--- src/hdl/pps_pkg.sv ---
package pps_pkg;

  // ----------------------------------------------------------------
  // Register offsets (word addresses on the serial register port)
  // ----------------------------------------------------------------
  localparam logic [7:0] ADDR_CHAN_PWR = 8'h04;
  localparam logic [7:0] ADDR_PLL_PWR = 8'h05;
  localparam logic [7:0] ADDR_CAL_WORD = 8'h06;
  localparam logic [7:0] ADDR_FLAGS = 8'h07;
  localparam logic [7:0] ADDR_MISC = 8'h08;
  localparam logic [7:0] ADDR_LIVE_CRC = 8'h09;
  localparam logic [7:0] ADDR_STORED_CRC = 8'h0a;
  // Highest implemented register address of the device
  localparam logic [7:0] ADDR_LAST = 8'h3f;

  // ----------------------------------------------------------------
  // Reset values
  // ----------------------------------------------------------------
  localparam logic [15:0] RST_CHAN_PWR = 16'h0054;
  localparam logic [15:0] RST_PLL_PWR = 16'h0030;
  localparam logic [15:0] RST_ZERO = 16'h0000;

  // ----------------------------------------------------------------
  // Channel power field positions
  // ----------------------------------------------------------------
  localparam int CH1_OFF_BIT = 1;
  localparam int CH2_OFF_BIT = 3;
  localparam int CH3_OFF_BIT = 5;
  localparam int CH4_OFF_BIT = 7;

  // ----------------------------------------------------------------
  // PLL power field positions
  // ----------------------------------------------------------------
  localparam int BUF2_OFF_BIT = 10;
  localparam int VCO_OFF_BIT = 9;
  localparam int VBUF_OFF_BIT = 8;
  localparam int CP_OFF_BIT = 7;
  localparam int LOCKDET_OFF_BIT = 6;
  localparam int PSB_OFF_BIT = 5;
  localparam int PSA_OFF_BIT = 4;
  localparam int PFD_OFF_BIT = 2;
  localparam int PS_OFF_BIT = 1;
  localparam int INPATH_OFF_BIT = 0;

  // ----------------------------------------------------------------
  // Flag register field positions
  // ----------------------------------------------------------------
  localparam int LOCK_LIVE_BIT = 11;
  localparam int VBUF_POR_BIT = 10;
  localparam int NVM_RD_ERR_BIT = 9;
  localparam int NVM_WR_ERR_BIT = 8;
  localparam int BUS_RD_ERR_BIT = 7;
  localparam int BUS_WR_ERR_BIT = 6;
  localparam int CRC_ERR_BIT = 5;
  localparam int NVM_BUSY_BIT = 4;
  localparam int CAL_DONE_BIT = 3;
  localparam int CFG_DONE_BIT = 2;
  localparam int LOCK_LOST_BIT = 1;
  localparam int FREQ_LOCK_BIT = 0;

  // ----------------------------------------------------------------
  // Carriers
  // ----------------------------------------------------------------
  // Register port request, one cycle strobes
  typedef struct packed {
    logic wr;
    logic rd;
    logic [7:0] addr;
    logic [15:0] wdata;
  } pps_req_s;

  // Analog and engine status inputs
  typedef struct packed {
    logic [15:0] cal_word;
    logic [15:0] misc;
    logic [15:0] live_crc;
    logic [15:0] stored_crc;
    logic lock_live;
    logic vbuf_por;
    logic freq_lock;
    logic cal_done;
    logic cfg_done;
    logic nvm_busy;
    logic nvm_rd_phase;
    logic nvm_wr_phase;
    logic nvm_op_req;
    logic crc_fail;
    logic nvm_load_req;
    logic crc_update_req;
    logic lock_lost_evt;
    logic recal;
    logic cal_complete_evt;
  } pps_stat_s;

endpackage : pps_pkg

--- src/hdl/pps_regs.sv ---
// Functional notes
// RQ1: Channel bits 1,3,5,7 power down regulators
// RQ2: Channel register resets to 0x54
// RQ3: Bits 10,9,8 power down oscillator parts
// RQ4: Bits 7,6 power down pump, lock detector
// RQ5: Prescaler B/A bits reset high, 0x30
// RQ6: Phase detector off until calibration completes; code leaves it on through reset, PPS_POR and the first PPS_CAL cycle
// RQ7: Prescaler enabled in reset, off afterwards
// RQ8: Host never sets input-path kill bit
// RQ9: Offset 6 read-only calibration word
// RQ10: Flag bit 11 shows live lock
// RQ11: Flag bit 10 shows buffer regulator POR
// RQ12: NVM op during read phase; read clears
// RQ13: NVM op during write phase; read clears
// RQ14: Bit 7 flags out-of-range read
// RQ15: Bit 6 flags out-of-range write
// RQ16: CRC fail sets; load or update clears
// RQ17: Busy flag high during NVM operations
// RQ18: Bit 3 set after both calibrations
// RQ19: Bit 2 set after configuration complete
// RQ20: Sticky lock loss, cleared by recal/reset
// RQ21: Bit 0 reports frequency lock
// RQ22: Offset 9 read-only live CRC
// RQ23: Host waits busy low before CRC read
// RQ24: Writes to read-only fields are ignored
`timescale 1ns/1ps
module pps_regs (
  input wire logic sys_clk,
  input wire logic rst_n,
  input wire logic clk_en,
  input wire pps_pkg::pps_req_s req,
  input wire pps_pkg::pps_stat_s stat_in,
  output logic [15:0] rdata,
  output logic rvalid,
  output logic [15:0] chan_pwr,
  output logic [15:0] pll_pwr,
  output logic chan_one_regulator_off,
  output logic chan_two_regulator_off,
  output logic chan_three_regulator_off,
  output logic chan_four_regulator_off,
  output logic osc_buffer2_regulator_off,
  output logic charge_pump_regulator_off
);

  // ----------------------------------------------------------------
  // State
  // ----------------------------------------------------------------
  // Power-up phase of the prescaler and phase detector controls
  typedef enum logic [1:0] {
    PPS_POR,
    PPS_CAL,
    PPS_RUN
  } pps_phase_e;

  // Block state other than the synchroniser flops in one record
  typedef struct packed {
    pps_phase_e phase;
    logic [15:0] chan;
    logic [15:0] pll;
    logic nvm_rd_err;
    logic nvm_wr_err;
    logic bus_rd_err;
    logic bus_wr_err;
    logic crc_err;
    logic lock_lost;
    logic [15:0] rdata;
    logic rvalid;
  } pps_state_s;

  pps_state_s st_q;  // Registered state
  pps_state_s st_d;  // Next state

  // Status inputs from other domains, two-flop synchronised
  pps_pkg::pps_stat_s s1_q;  // First stage, read only by s2
  pps_pkg::pps_stat_s s2_q;  // Second stage, used by logic
  logic [15:0] flags;  // Assembled flag word

  // ----------------------------------------------------------------
  // Synchroniser
  // ----------------------------------------------------------------
  // Multi-bit words are assumed quasi-static while sampled
  always_ff @(posedge sys_clk) begin
    if (!rst_n) begin
      s1_q <= '0;
      s2_q <= '0;
    end else if (clk_en) begin
      s1_q <= stat_in;
      s2_q <= s1_q;
    end
  end

  // ----------------------------------------------------------------
  // Helpers
  // ----------------------------------------------------------------
  // Address lies above the last implemented register
  function automatic logic out_of_range(input logic [7:0] a);
    out_of_range = (a > pps_pkg::ADDR_LAST);
  endfunction : out_of_range

  // Flag word view; upper reserved bits read zero
  always_comb begin
    flags = pps_pkg::RST_ZERO;
    flags[pps_pkg::LOCK_LIVE_BIT] = s2_q.lock_live;  // RQ10
    flags[pps_pkg::VBUF_POR_BIT] = s2_q.vbuf_por;  // RQ11
    flags[pps_pkg::NVM_RD_ERR_BIT] = st_q.nvm_rd_err;
    flags[pps_pkg::NVM_WR_ERR_BIT] = st_q.nvm_wr_err;
    flags[pps_pkg::BUS_RD_ERR_BIT] = st_q.bus_rd_err;
    flags[pps_pkg::BUS_WR_ERR_BIT] = st_q.bus_wr_err;
    flags[pps_pkg::CRC_ERR_BIT] = st_q.crc_err;
    flags[pps_pkg::NVM_BUSY_BIT] = s2_q.nvm_busy;  // RQ17
    flags[pps_pkg::CAL_DONE_BIT] = s2_q.cal_done;  // RQ18
    flags[pps_pkg::CFG_DONE_BIT] = s2_q.cfg_done;  // RQ19
    flags[pps_pkg::LOCK_LOST_BIT] = st_q.lock_lost;
    flags[pps_pkg::FREQ_LOCK_BIT] = s2_q.freq_lock;  // RQ21
  end

  // ----------------------------------------------------------------
  // Next-state logic
  // ----------------------------------------------------------------
  always_comb begin
    logic rd_flags;
    rd_flags = req.rd && (req.addr == pps_pkg::ADDR_FLAGS);
    st_d = st_q;
    st_d.rvalid = req.rd;
    // Register writes; read-only offsets fall through untouched
    if (req.wr) begin
      case (req.addr)
        pps_pkg::ADDR_CHAN_PWR: st_d.chan = req.wdata;  // RQ1
        pps_pkg::ADDR_PLL_PWR: st_d.pll = req.wdata;  // RQ3 RQ4
        default: st_d.chan = st_q.chan;  // RQ24
      endcase
    end
    // Power-up sequencing of prescaler and phase detector
    case (st_q.phase)
      PPS_POR: begin
        // Prescaler powered down as the power-on phase ends
        st_d.pll[pps_pkg::PS_OFF_BIT] = 1'b1;  // RQ7
        st_d.phase = PPS_CAL;
      end
      PPS_CAL: begin
        // Phase detector held off until calibration ends
        st_d.pll[pps_pkg::PFD_OFF_BIT] = 1'b1;  // RQ6
        if (s2_q.cal_complete_evt) begin
          st_d.pll[pps_pkg::PFD_OFF_BIT] = 1'b0;  // RQ6
          st_d.phase = PPS_RUN;
        end
      end
      PPS_RUN: st_d.phase = PPS_RUN;
      default: st_d.phase = PPS_POR;
    endcase
    // Read-clear NVM errors; a new event wins over the clear
    if (rd_flags) begin
      st_d.nvm_rd_err = 1'b0;
      st_d.nvm_wr_err = 1'b0;
    end
    if (s2_q.nvm_op_req && s2_q.nvm_rd_phase) begin
      st_d.nvm_rd_err = 1'b1;  // RQ12
    end
    if (s2_q.nvm_op_req && s2_q.nvm_wr_phase) begin
      st_d.nvm_wr_err = 1'b1;  // RQ13
    end
    // Out-of-range bus accesses
    if (req.rd && out_of_range(req.addr)) begin
      st_d.bus_rd_err = 1'b1;  // RQ14
    end
    if (req.wr && out_of_range(req.addr)) begin
      st_d.bus_wr_err = 1'b1;  // RQ15
    end
    // CRC error: cleared by load or update, failure wins
    if (s2_q.nvm_load_req || s2_q.crc_update_req) begin
      st_d.crc_err = 1'b0;  // RQ16
    end
    if (s2_q.crc_fail) begin
      st_d.crc_err = 1'b1;  // RQ16
    end
    // Sticky lock loss; only recal or hard reset clears it
    if (s2_q.recal) begin
      st_d.lock_lost = 1'b0;  // RQ20
    end
    if (s2_q.lock_lost_evt) begin
      st_d.lock_lost = 1'b1;  // RQ20
    end
    // Read data mux, registered
    case (req.addr)
      pps_pkg::ADDR_CHAN_PWR: st_d.rdata = st_q.chan;
      pps_pkg::ADDR_PLL_PWR: st_d.rdata = st_q.pll;
      pps_pkg::ADDR_CAL_WORD: st_d.rdata = s2_q.cal_word;  // RQ9
      pps_pkg::ADDR_FLAGS: st_d.rdata = flags;
      pps_pkg::ADDR_MISC: st_d.rdata = s2_q.misc;
      pps_pkg::ADDR_LIVE_CRC: st_d.rdata = s2_q.live_crc;  // RQ22
      pps_pkg::ADDR_STORED_CRC: st_d.rdata = s2_q.stored_crc;
      default: st_d.rdata = pps_pkg::RST_ZERO;
    endcase
    if (!req.rd) begin
      st_d.rdata = st_q.rdata;
    end
  end

  // ----------------------------------------------------------------
  // State register
  // ----------------------------------------------------------------
  // Prescaler bit starts low so it is enabled during reset
  always_ff @(posedge sys_clk) begin
    if (!rst_n) begin
      st_q <= '0;
      st_q.phase <= PPS_POR;
      st_q.chan <= pps_pkg::RST_CHAN_PWR;  // RQ2
      st_q.pll <= pps_pkg::RST_PLL_PWR;  // RQ5
    end else if (clk_en) begin
      st_q <= st_d;
    end
  end

  // ----------------------------------------------------------------
  // Outputs
  // ----------------------------------------------------------------
  // The input-path kill bit is passed as written; software must not set it
  assign chan_pwr = st_q.chan;
  assign pll_pwr = st_q.pll;  // RQ8
  assign rdata = st_q.rdata;
  assign rvalid = st_q.rvalid;
  assign chan_one_regulator_off = st_q.chan[pps_pkg::CH1_OFF_BIT];  // RQ1
  assign chan_two_regulator_off = st_q.chan[pps_pkg::CH2_OFF_BIT];
  assign chan_three_regulator_off = st_q.chan[pps_pkg::CH3_OFF_BIT];
  assign chan_four_regulator_off = st_q.chan[pps_pkg::CH4_OFF_BIT];
  assign osc_buffer2_regulator_off = st_q.pll[pps_pkg::BUF2_OFF_BIT];  // RQ3
  assign charge_pump_regulator_off = st_q.pll[pps_pkg::CP_OFF_BIT];  // RQ4
endmodule : pps_regs

--- config.mk ---
export PLATFORM = sky130hd
export DESIGN_NAME = pps_regs
export DESIGN_NICKNAME = d
export VERILOG_FILES = /design/src/hdl/pps_pkg.sv /design/src/hdl/pps_regs.sv
export SDC_FILE = /design/constraint.sdc
export NUM_CORES = 1
export LEC_CHECK = 0
export BUFFER_PORTS_ARGS = -buffer_cell sky130_fd_sc_hd__buf_2
export CORE_ASPECT_RATIO = 1.4
export CORE_MARGIN = 2
export CORE_UTILIZATION = 60
export DETAILED_ROUTE_END_ITERATION = 10
export PLACE_DENSITY = 0.88
export SYNTH_ARGS = -nofsm -noshare
export SYNTH_HDL_FRONTEND = slang
export SYNTH_SLANG_ARGS = --single-unit
export TNS_END_PERCENT = 100
--- constraint.sdc ---
create_clock -name sys_clk -period 4.51 [get_ports sys_clk]
set_input_delay 0.451 -clock sys_clk [delete_from_list [all_inputs] [get_ports sys_clk]]
set_output_delay 0.451 -clock sys_clk [all_outputs]
set_load 0.01 [all_outputs]
==> results of run 1 <==
[synthesized netlist by cell type (5+ instances only)]
library cell and count:
dfxtp_1 215, nor2_1 187, mux2i_1 180, nand2_1 55, buf_4 48, clkbuf_1 45, a21oi_1 35, nand3b_1 22
a211oi_1 21, buf_2 20, nand3_1 19, buf_1 11, o21ai_0 10, nand4b_1 9, or4bb_1 9, a221oi_1 8
and3_1 8, a22oi_1 7, o211ai_1 7, a32oi_1 6, a32o_1 5, inv_1 5, nor2b_1 5
[cell families (layout without fill, tap and decap cells)]
logic type | Yosys count | after routing | share of synthesized area (%)
muxes | 180 | 180 | 19.3
DFF | 215 | 215 | 46.1
adders and majority gates | 2 | 2 | 0.268
buffers and inverters | 132 | 211 | 7.61
and+or+nand+nor | 342 | 342 | 17.8
AOI/OAI and AO/OA | 118 | 118 | 8.85
[area by class of cell]
| class | count | share of cell area, % |
|---|---|---|
| well taps | 192 | 2.28 |
| clock inverters | 8 | 1.39 |
| flip-flops and latches | 215 | 40.9 |
| multi-input cells | 642 | 41.0 |
| clock buffers | 28 | 5.82 |
| inverters | 6 | 0.262 |
| repair buffers | 169 | 8.29 |
[sequential cells by signal, summed over array words and instances (netlist names)]
| register | count |
|---|---|
| chan_pwr | 16 |
| flags | 12 |
| pll_pwr | 16 |
| rdata | 16 |
| rvalid | 1 |
| s1_q | 79 |
| s2_q | 73 |
| st_q | 2 |
[metal layers]
layer	vias up	wire length [um]	global-route usage [%]
met4	0	1090	11.9
li1	3543	-	-
met1	3507	9980	38.3
met3	72	1740	4.15
met5	-	0	0
met2	325	11200	45.2
[path summary, 6_finish.rpt]
| kind | startpoint | end | slack (ps) |
|---|---|---|---|
| setup / recovery | req[18] | chan_pwr[7]$_SDFFE_PN0P_ | 2330 |
| hold / removal | stat_in[6] | s1_q[6]$_SDFFE_PN0P_ | 190 |
| setup reg to reg | chan_pwr[1]$_SDFFE_PN0P_ | rdata[1]$_SDFFE_PN0P_ | 2850 |
| hold reg to reg | rdata[12]$_SDFFE_PN0P_ | rdata[12]$_SDFFE_PN0P_ | 470 |
[power by group]
group	internal (mW)	switching, mW
sequential	1.97	0.0503
clock	1.18	0.718
combinational	0.141	0.191
[tightest hold or removal path, stage by stage]
cell and delay [ps]:
buf_2 70, mux2i_1 50, nor2_1 70
==> impl_metrics.yaml, run 1 <==
setup_path:
  cp_cell_sequence: "buf_2 > nor2b_1 > buf_4 > nand4_2 > mux2i_1 > nor2_1"
  crit_fanout: 47
  crit_type: "input pin to register"
  crit_path_start_kind: "input pin"
  path_buf_inv: 2
  end_kind: "register"
  required_ps: 4860
  crit_cells: 6
  cp.arrival_ps: 2530
  critPathTopFamily: "simple AND/OR/NAND/NOR gates"
  slowest_stage: "nand4_2"
  slowest_delay_ps: 600
  ff2ff_path_depth: 4
cts:
  ctsResizeCount: 0
  insertion_delay_ps: 500
  clk_path_buf_depth: 3
  cts_tree: "done"
  cts-hold-fix-buffers: 0
  h-tree-depth: 1
  cts_sinks: 215
  cts_setup_buffers: 0
  clkTransAtPathRegs_ps: 60
  cts_buffers: 21
  cts-root-buf: "clkbuf_16"
global_route:
  grt_max_degree: 101
  grt_pass1_vias: 6789
  grt_overflow: 0
  grt_first_pass_wirelength_um: 36400
  grtUsageTotal_pct: 28.3
  antenna_found_initial: 0
synth:
  seq_area_frac_synth_pct: 46.1
  synth-edff-count: 0
  synth_fp_nets: 1099
  ys_seq_elements: 215
  synth.area.top_cells: "dfxtp_1 46%, mux2i_1 19%, nor2_1 7.5%"
  yosys_warnings: 0
  netlist_area_um2: 9330
  synth_top_area_share_pct: 46.1
  synth.avg_cell_area_um2: 9.43
  synthArstFlopShare_pct: 0
  synthCells: 989
  ys.flop_type: "dfxtp_1"
  synth_largest_area_cell: "dfxtp_1"
  ys_types: 48
hold_path:
  hold_class: "input pin to register"
  whs_path_depth: 3
route:
  drt_iter0_markers: 603
  avgViaCountPerCell: 5.91
  drt-pass1-iter-count: 6
  detail-route-antenna-nets: 0
  drc: 0
  wl_per_cell_um: 19.1
  finalWirelength_um: 24000
  via_count: 7447
floorplanning:
  num_io_pins: 163
  dieArea_um2: 16600
  die_h_um: 152
  die_x_um: 109
  start_util_pct: 61.7
  coreArea_um2: 15100
  num_rows: 53
final_layout:
  multiInputGateArea_um2: 4310
  design_area_um2: 10500
  register_area_um2: 4300
  fin_nets: 1165
  layout-drive-gt1-share_pct: 20.0
  syn_to_final_growth_pct: 12.7
  final_cell_count_no_fill: 1260
  fillers: 1153
  final_common_cell: "dfxtp_1"
  utilization_pct: 69.6
  final_cell_mix: "215 x dfxtp_1, 187 x nor2_1, 180 x mux2i_1, 161 x buf_2, 55 x nand2_1"
  diodes: 0
place:
  placed_cell_area_um2: 9760
  hpwlAfterDp_um: 16800
  dp_cells: 1224
  portBuffers: 162
  pre_cts_ws_ps: 1920
  gp_congestion: 0.909
timing:
  rsz0062_at_grt: "no"
  timing.fmax_mhz: 459
  finalSetupTns_ps: 0
  period_share_pct: 48.3
  maxSlewViolCount: 0
  finalCriticalPeriod_ps: 2180
  clock_skew_ps: 11.8
  fin_ws_ps: 2330
  final-hold-violation-count: 0
  fin_hold_ws_ps: 188
  maxSlewHeadroom_pct: 45.9
  tightest_slew_ps: 811
  setup-violations-final: 0
pwr:
  power_leakage_nw: 4.71
  total_power_mw: 4.25
  power_density_nw_per_um2: 404
  ir_drop_mv: 0.350
run_status:
  status: "finished, final reports clean"
run:
  cap_violations: 0
(Power assumes the default switching activity.)
==> run 2, diff against run 1 <==
CORE_UTILIZATION = 51   (was 60)
PLACE_DENSITY = 0.8   (was 0.88)
clock period = 1.9 ns   (was 4.51 ns; I/O delays follow)
==> run 2 against run 1 <==
Effect of this change:
- the flow now finishes with violations (negative hold slack)
- flip-flop and latch count unchanged
- sequential share of layout area down 4.2 points
- setup slack worse by 2000 ps
- power up 130%
- worst hold slack worse by 190 ps
- register-to-register slack worse by 2500 ps
- non-clock buffer count up 121
- via count up 6.2%
- critical path type is now register to register
- critical endpoint is now st_q[55]$_SDFFE_PN0P_
- largest power group unchanged
==> impl_metrics.yaml, run 2 (synthesis results as in run 1) <==
run_status:
  status: "finished, violations left"
  failed_checks: "negative hold slack"
hold_path:
  hold_class: "input pin to register"
  hold_start: "stat_in[43]"
  holdPathEnd: "s1_q[43]$_SDFFE_PN0P_"
  whs_path_depth: 3
setup_path:
  end_kind: "register"
  reg2reg_from: "st_q[56]$_SDFFE_PN0P_"
  cp.arrival_ps: 1930
  required_ps: 2280
  reg2reg_slack_ps: 350
  crit_fanout: 4
  worstReg2RegEnd: "st_q[55]$_SDFFE_PN0P_"
  crit_type: "register to register"
  crit_path_start_kind: "register"
  ff2ff_path_depth: 6
route:
  drt-pass1-iter-count: 5
  via_count: 7911
  avgViaCountPerCell: 5.53
  drc: 0
  drt_iter0_markers: 494
  finalWirelength_um: 27700
  wl_per_cell_um: 19.3
  detail-route-antenna-nets: 0
floorplanning:
  die_x_um: 118
  num_io_pins: 163
  start_util_pct: 52.0
  coreArea_um2: 17900
  die_h_um: 164
  num_rows: 58
  dieArea_um2: 19400
timing:
  finalCriticalPeriod_ps: 1550
  period_share_pct: 81.8
  tightest_slew_ps: 572
  final-hold-violation-count: 1
  rsz0062_at_grt: "no"
  maxSlewHeadroom_pct: 61.5
  setup-violations-final: 0
  clock_skew_ps: 10.8
  fin_hold_ws_ps: -0.541
  maxSlewViolCount: 0
  timing.fmax_mhz: 643
  finalSetupTns_ps: 0
  fin_ws_ps: 345
cts:
  insertion_delay_ps: 500
  ctsResizeCount: 0
  cts-root-buf: "clkbuf_16"
  cts_tree: "done"
  cts_buffers: 21
  cts_setup_buffers: 0
  cts_sinks: 215
  h-tree-depth: 1
  clk_path_buf_depth: 3
  clkTransAtPathRegs_ps: 70
  cts-hold-fix-buffers: 94
final_layout:
  layout-drive-gt1-share_pct: 20.0
  final_cell_mix: "215 x dfxtp_1, 187 x nor2_1, 180 x mux2i_1, 161 x buf_2, 94 x dlygate4sd3_1"
  syn_to_final_growth_pct: 25.7
  design_area_um2: 11700
  largestRegisters: "s1_q (79), s2_q (73)"
  diodes: 0
  largest_register: "s1_q"
  largest_register_ffs: 79
  final_cell_count_no_fill: 1430
  final_common_cell: "dfxtp_1"
  utilization_pct: 65.4
  fin_nets: 1286
place:
  portBuffers: 162
  placed_cell_area_um2: 10100
  gp_congestion: 0.906
  dp_cells: 1299
  hpwlAfterDp_um: 18400
  pre_cts_ws_ps: 136
global_route:
  antenna_found_initial: 0
  grt_pass1_vias: 7710
  grtUsageTotal_pct: 27.8
  grt_overflow: 0
  grt_first_pass_wirelength_um: 42600
  grt_max_degree: 81
pwr:
  ir_drop_mv: 0.655
  power_leakage_nw: 5.22
  power_density_nw_per_um2: 840
run:
  cap_violations: 0
-- run 2: area by class of cell --
cell class	count	area, um2
fillers	1391	6200
repair buffers	290	2130
inverters	6	27.5
well taps	240	300
clock buffers	28	572
clock inverters	9	80.1
flip-flops and latches	215	4300
multi-input cells	642	4310
-- run 2: worst max-delay path by stage --
stage                     slack [ps]             startpoint                    end  cells past startpoint
after global routing             200  st_q[56]$_SDFFE_PN0P_  st_q[55]$_SDFFE_PN0P_                      6
after floorplan                  230                req[20]  flags[8]$_SDFFE_PN0P_                      5
after global placement           120                req[18]  rdata[8]$_SDFFE_PN0P_                      6
final                            350  st_q[56]$_SDFFE_PN0P_  st_q[55]$_SDFFE_PN0P_                      6
after CTS                        330  st_q[56]$_SDFFE_PN0P_  st_q[55]$_SDFFE_PN0P_                      6
after detailed placement         140                req[20]  flags[9]$_SDFFE_PN0P_                      5
-- run 2: stage by stage --
stage	total power [mW]	hold WS, ps
finish	9.85	-0.541
global route	10.1	2.57
CTS	9.86	6.40
detailed placement	5.74	430
global placement	5.72	424
floorplan	5.41	314
-- run 2: worst max-delay path: stages, from the launching register on --
cell and delay (ps):
dfxtp_1 320, inv_1 80, ha_1 170, inv_1 60
o21ai_0 460, mux2i_1 300, nor2_1 60
-- run 2: report_power, final --
group,internal (mW),switching (mW)
logic,0.504,0.510
clock network,2.27,1.76
registers,4.68,0.124
total,7.45,2.40
-- run 2: routing by layer --
metal | GRT usage [%] | share of wire (%)
met1 | 35.4 | 42
met2 | 48.6 | 50
met3 | 3.26 | 4.8
met4 | 9.97 | 3.7
met5 | 0 | 0
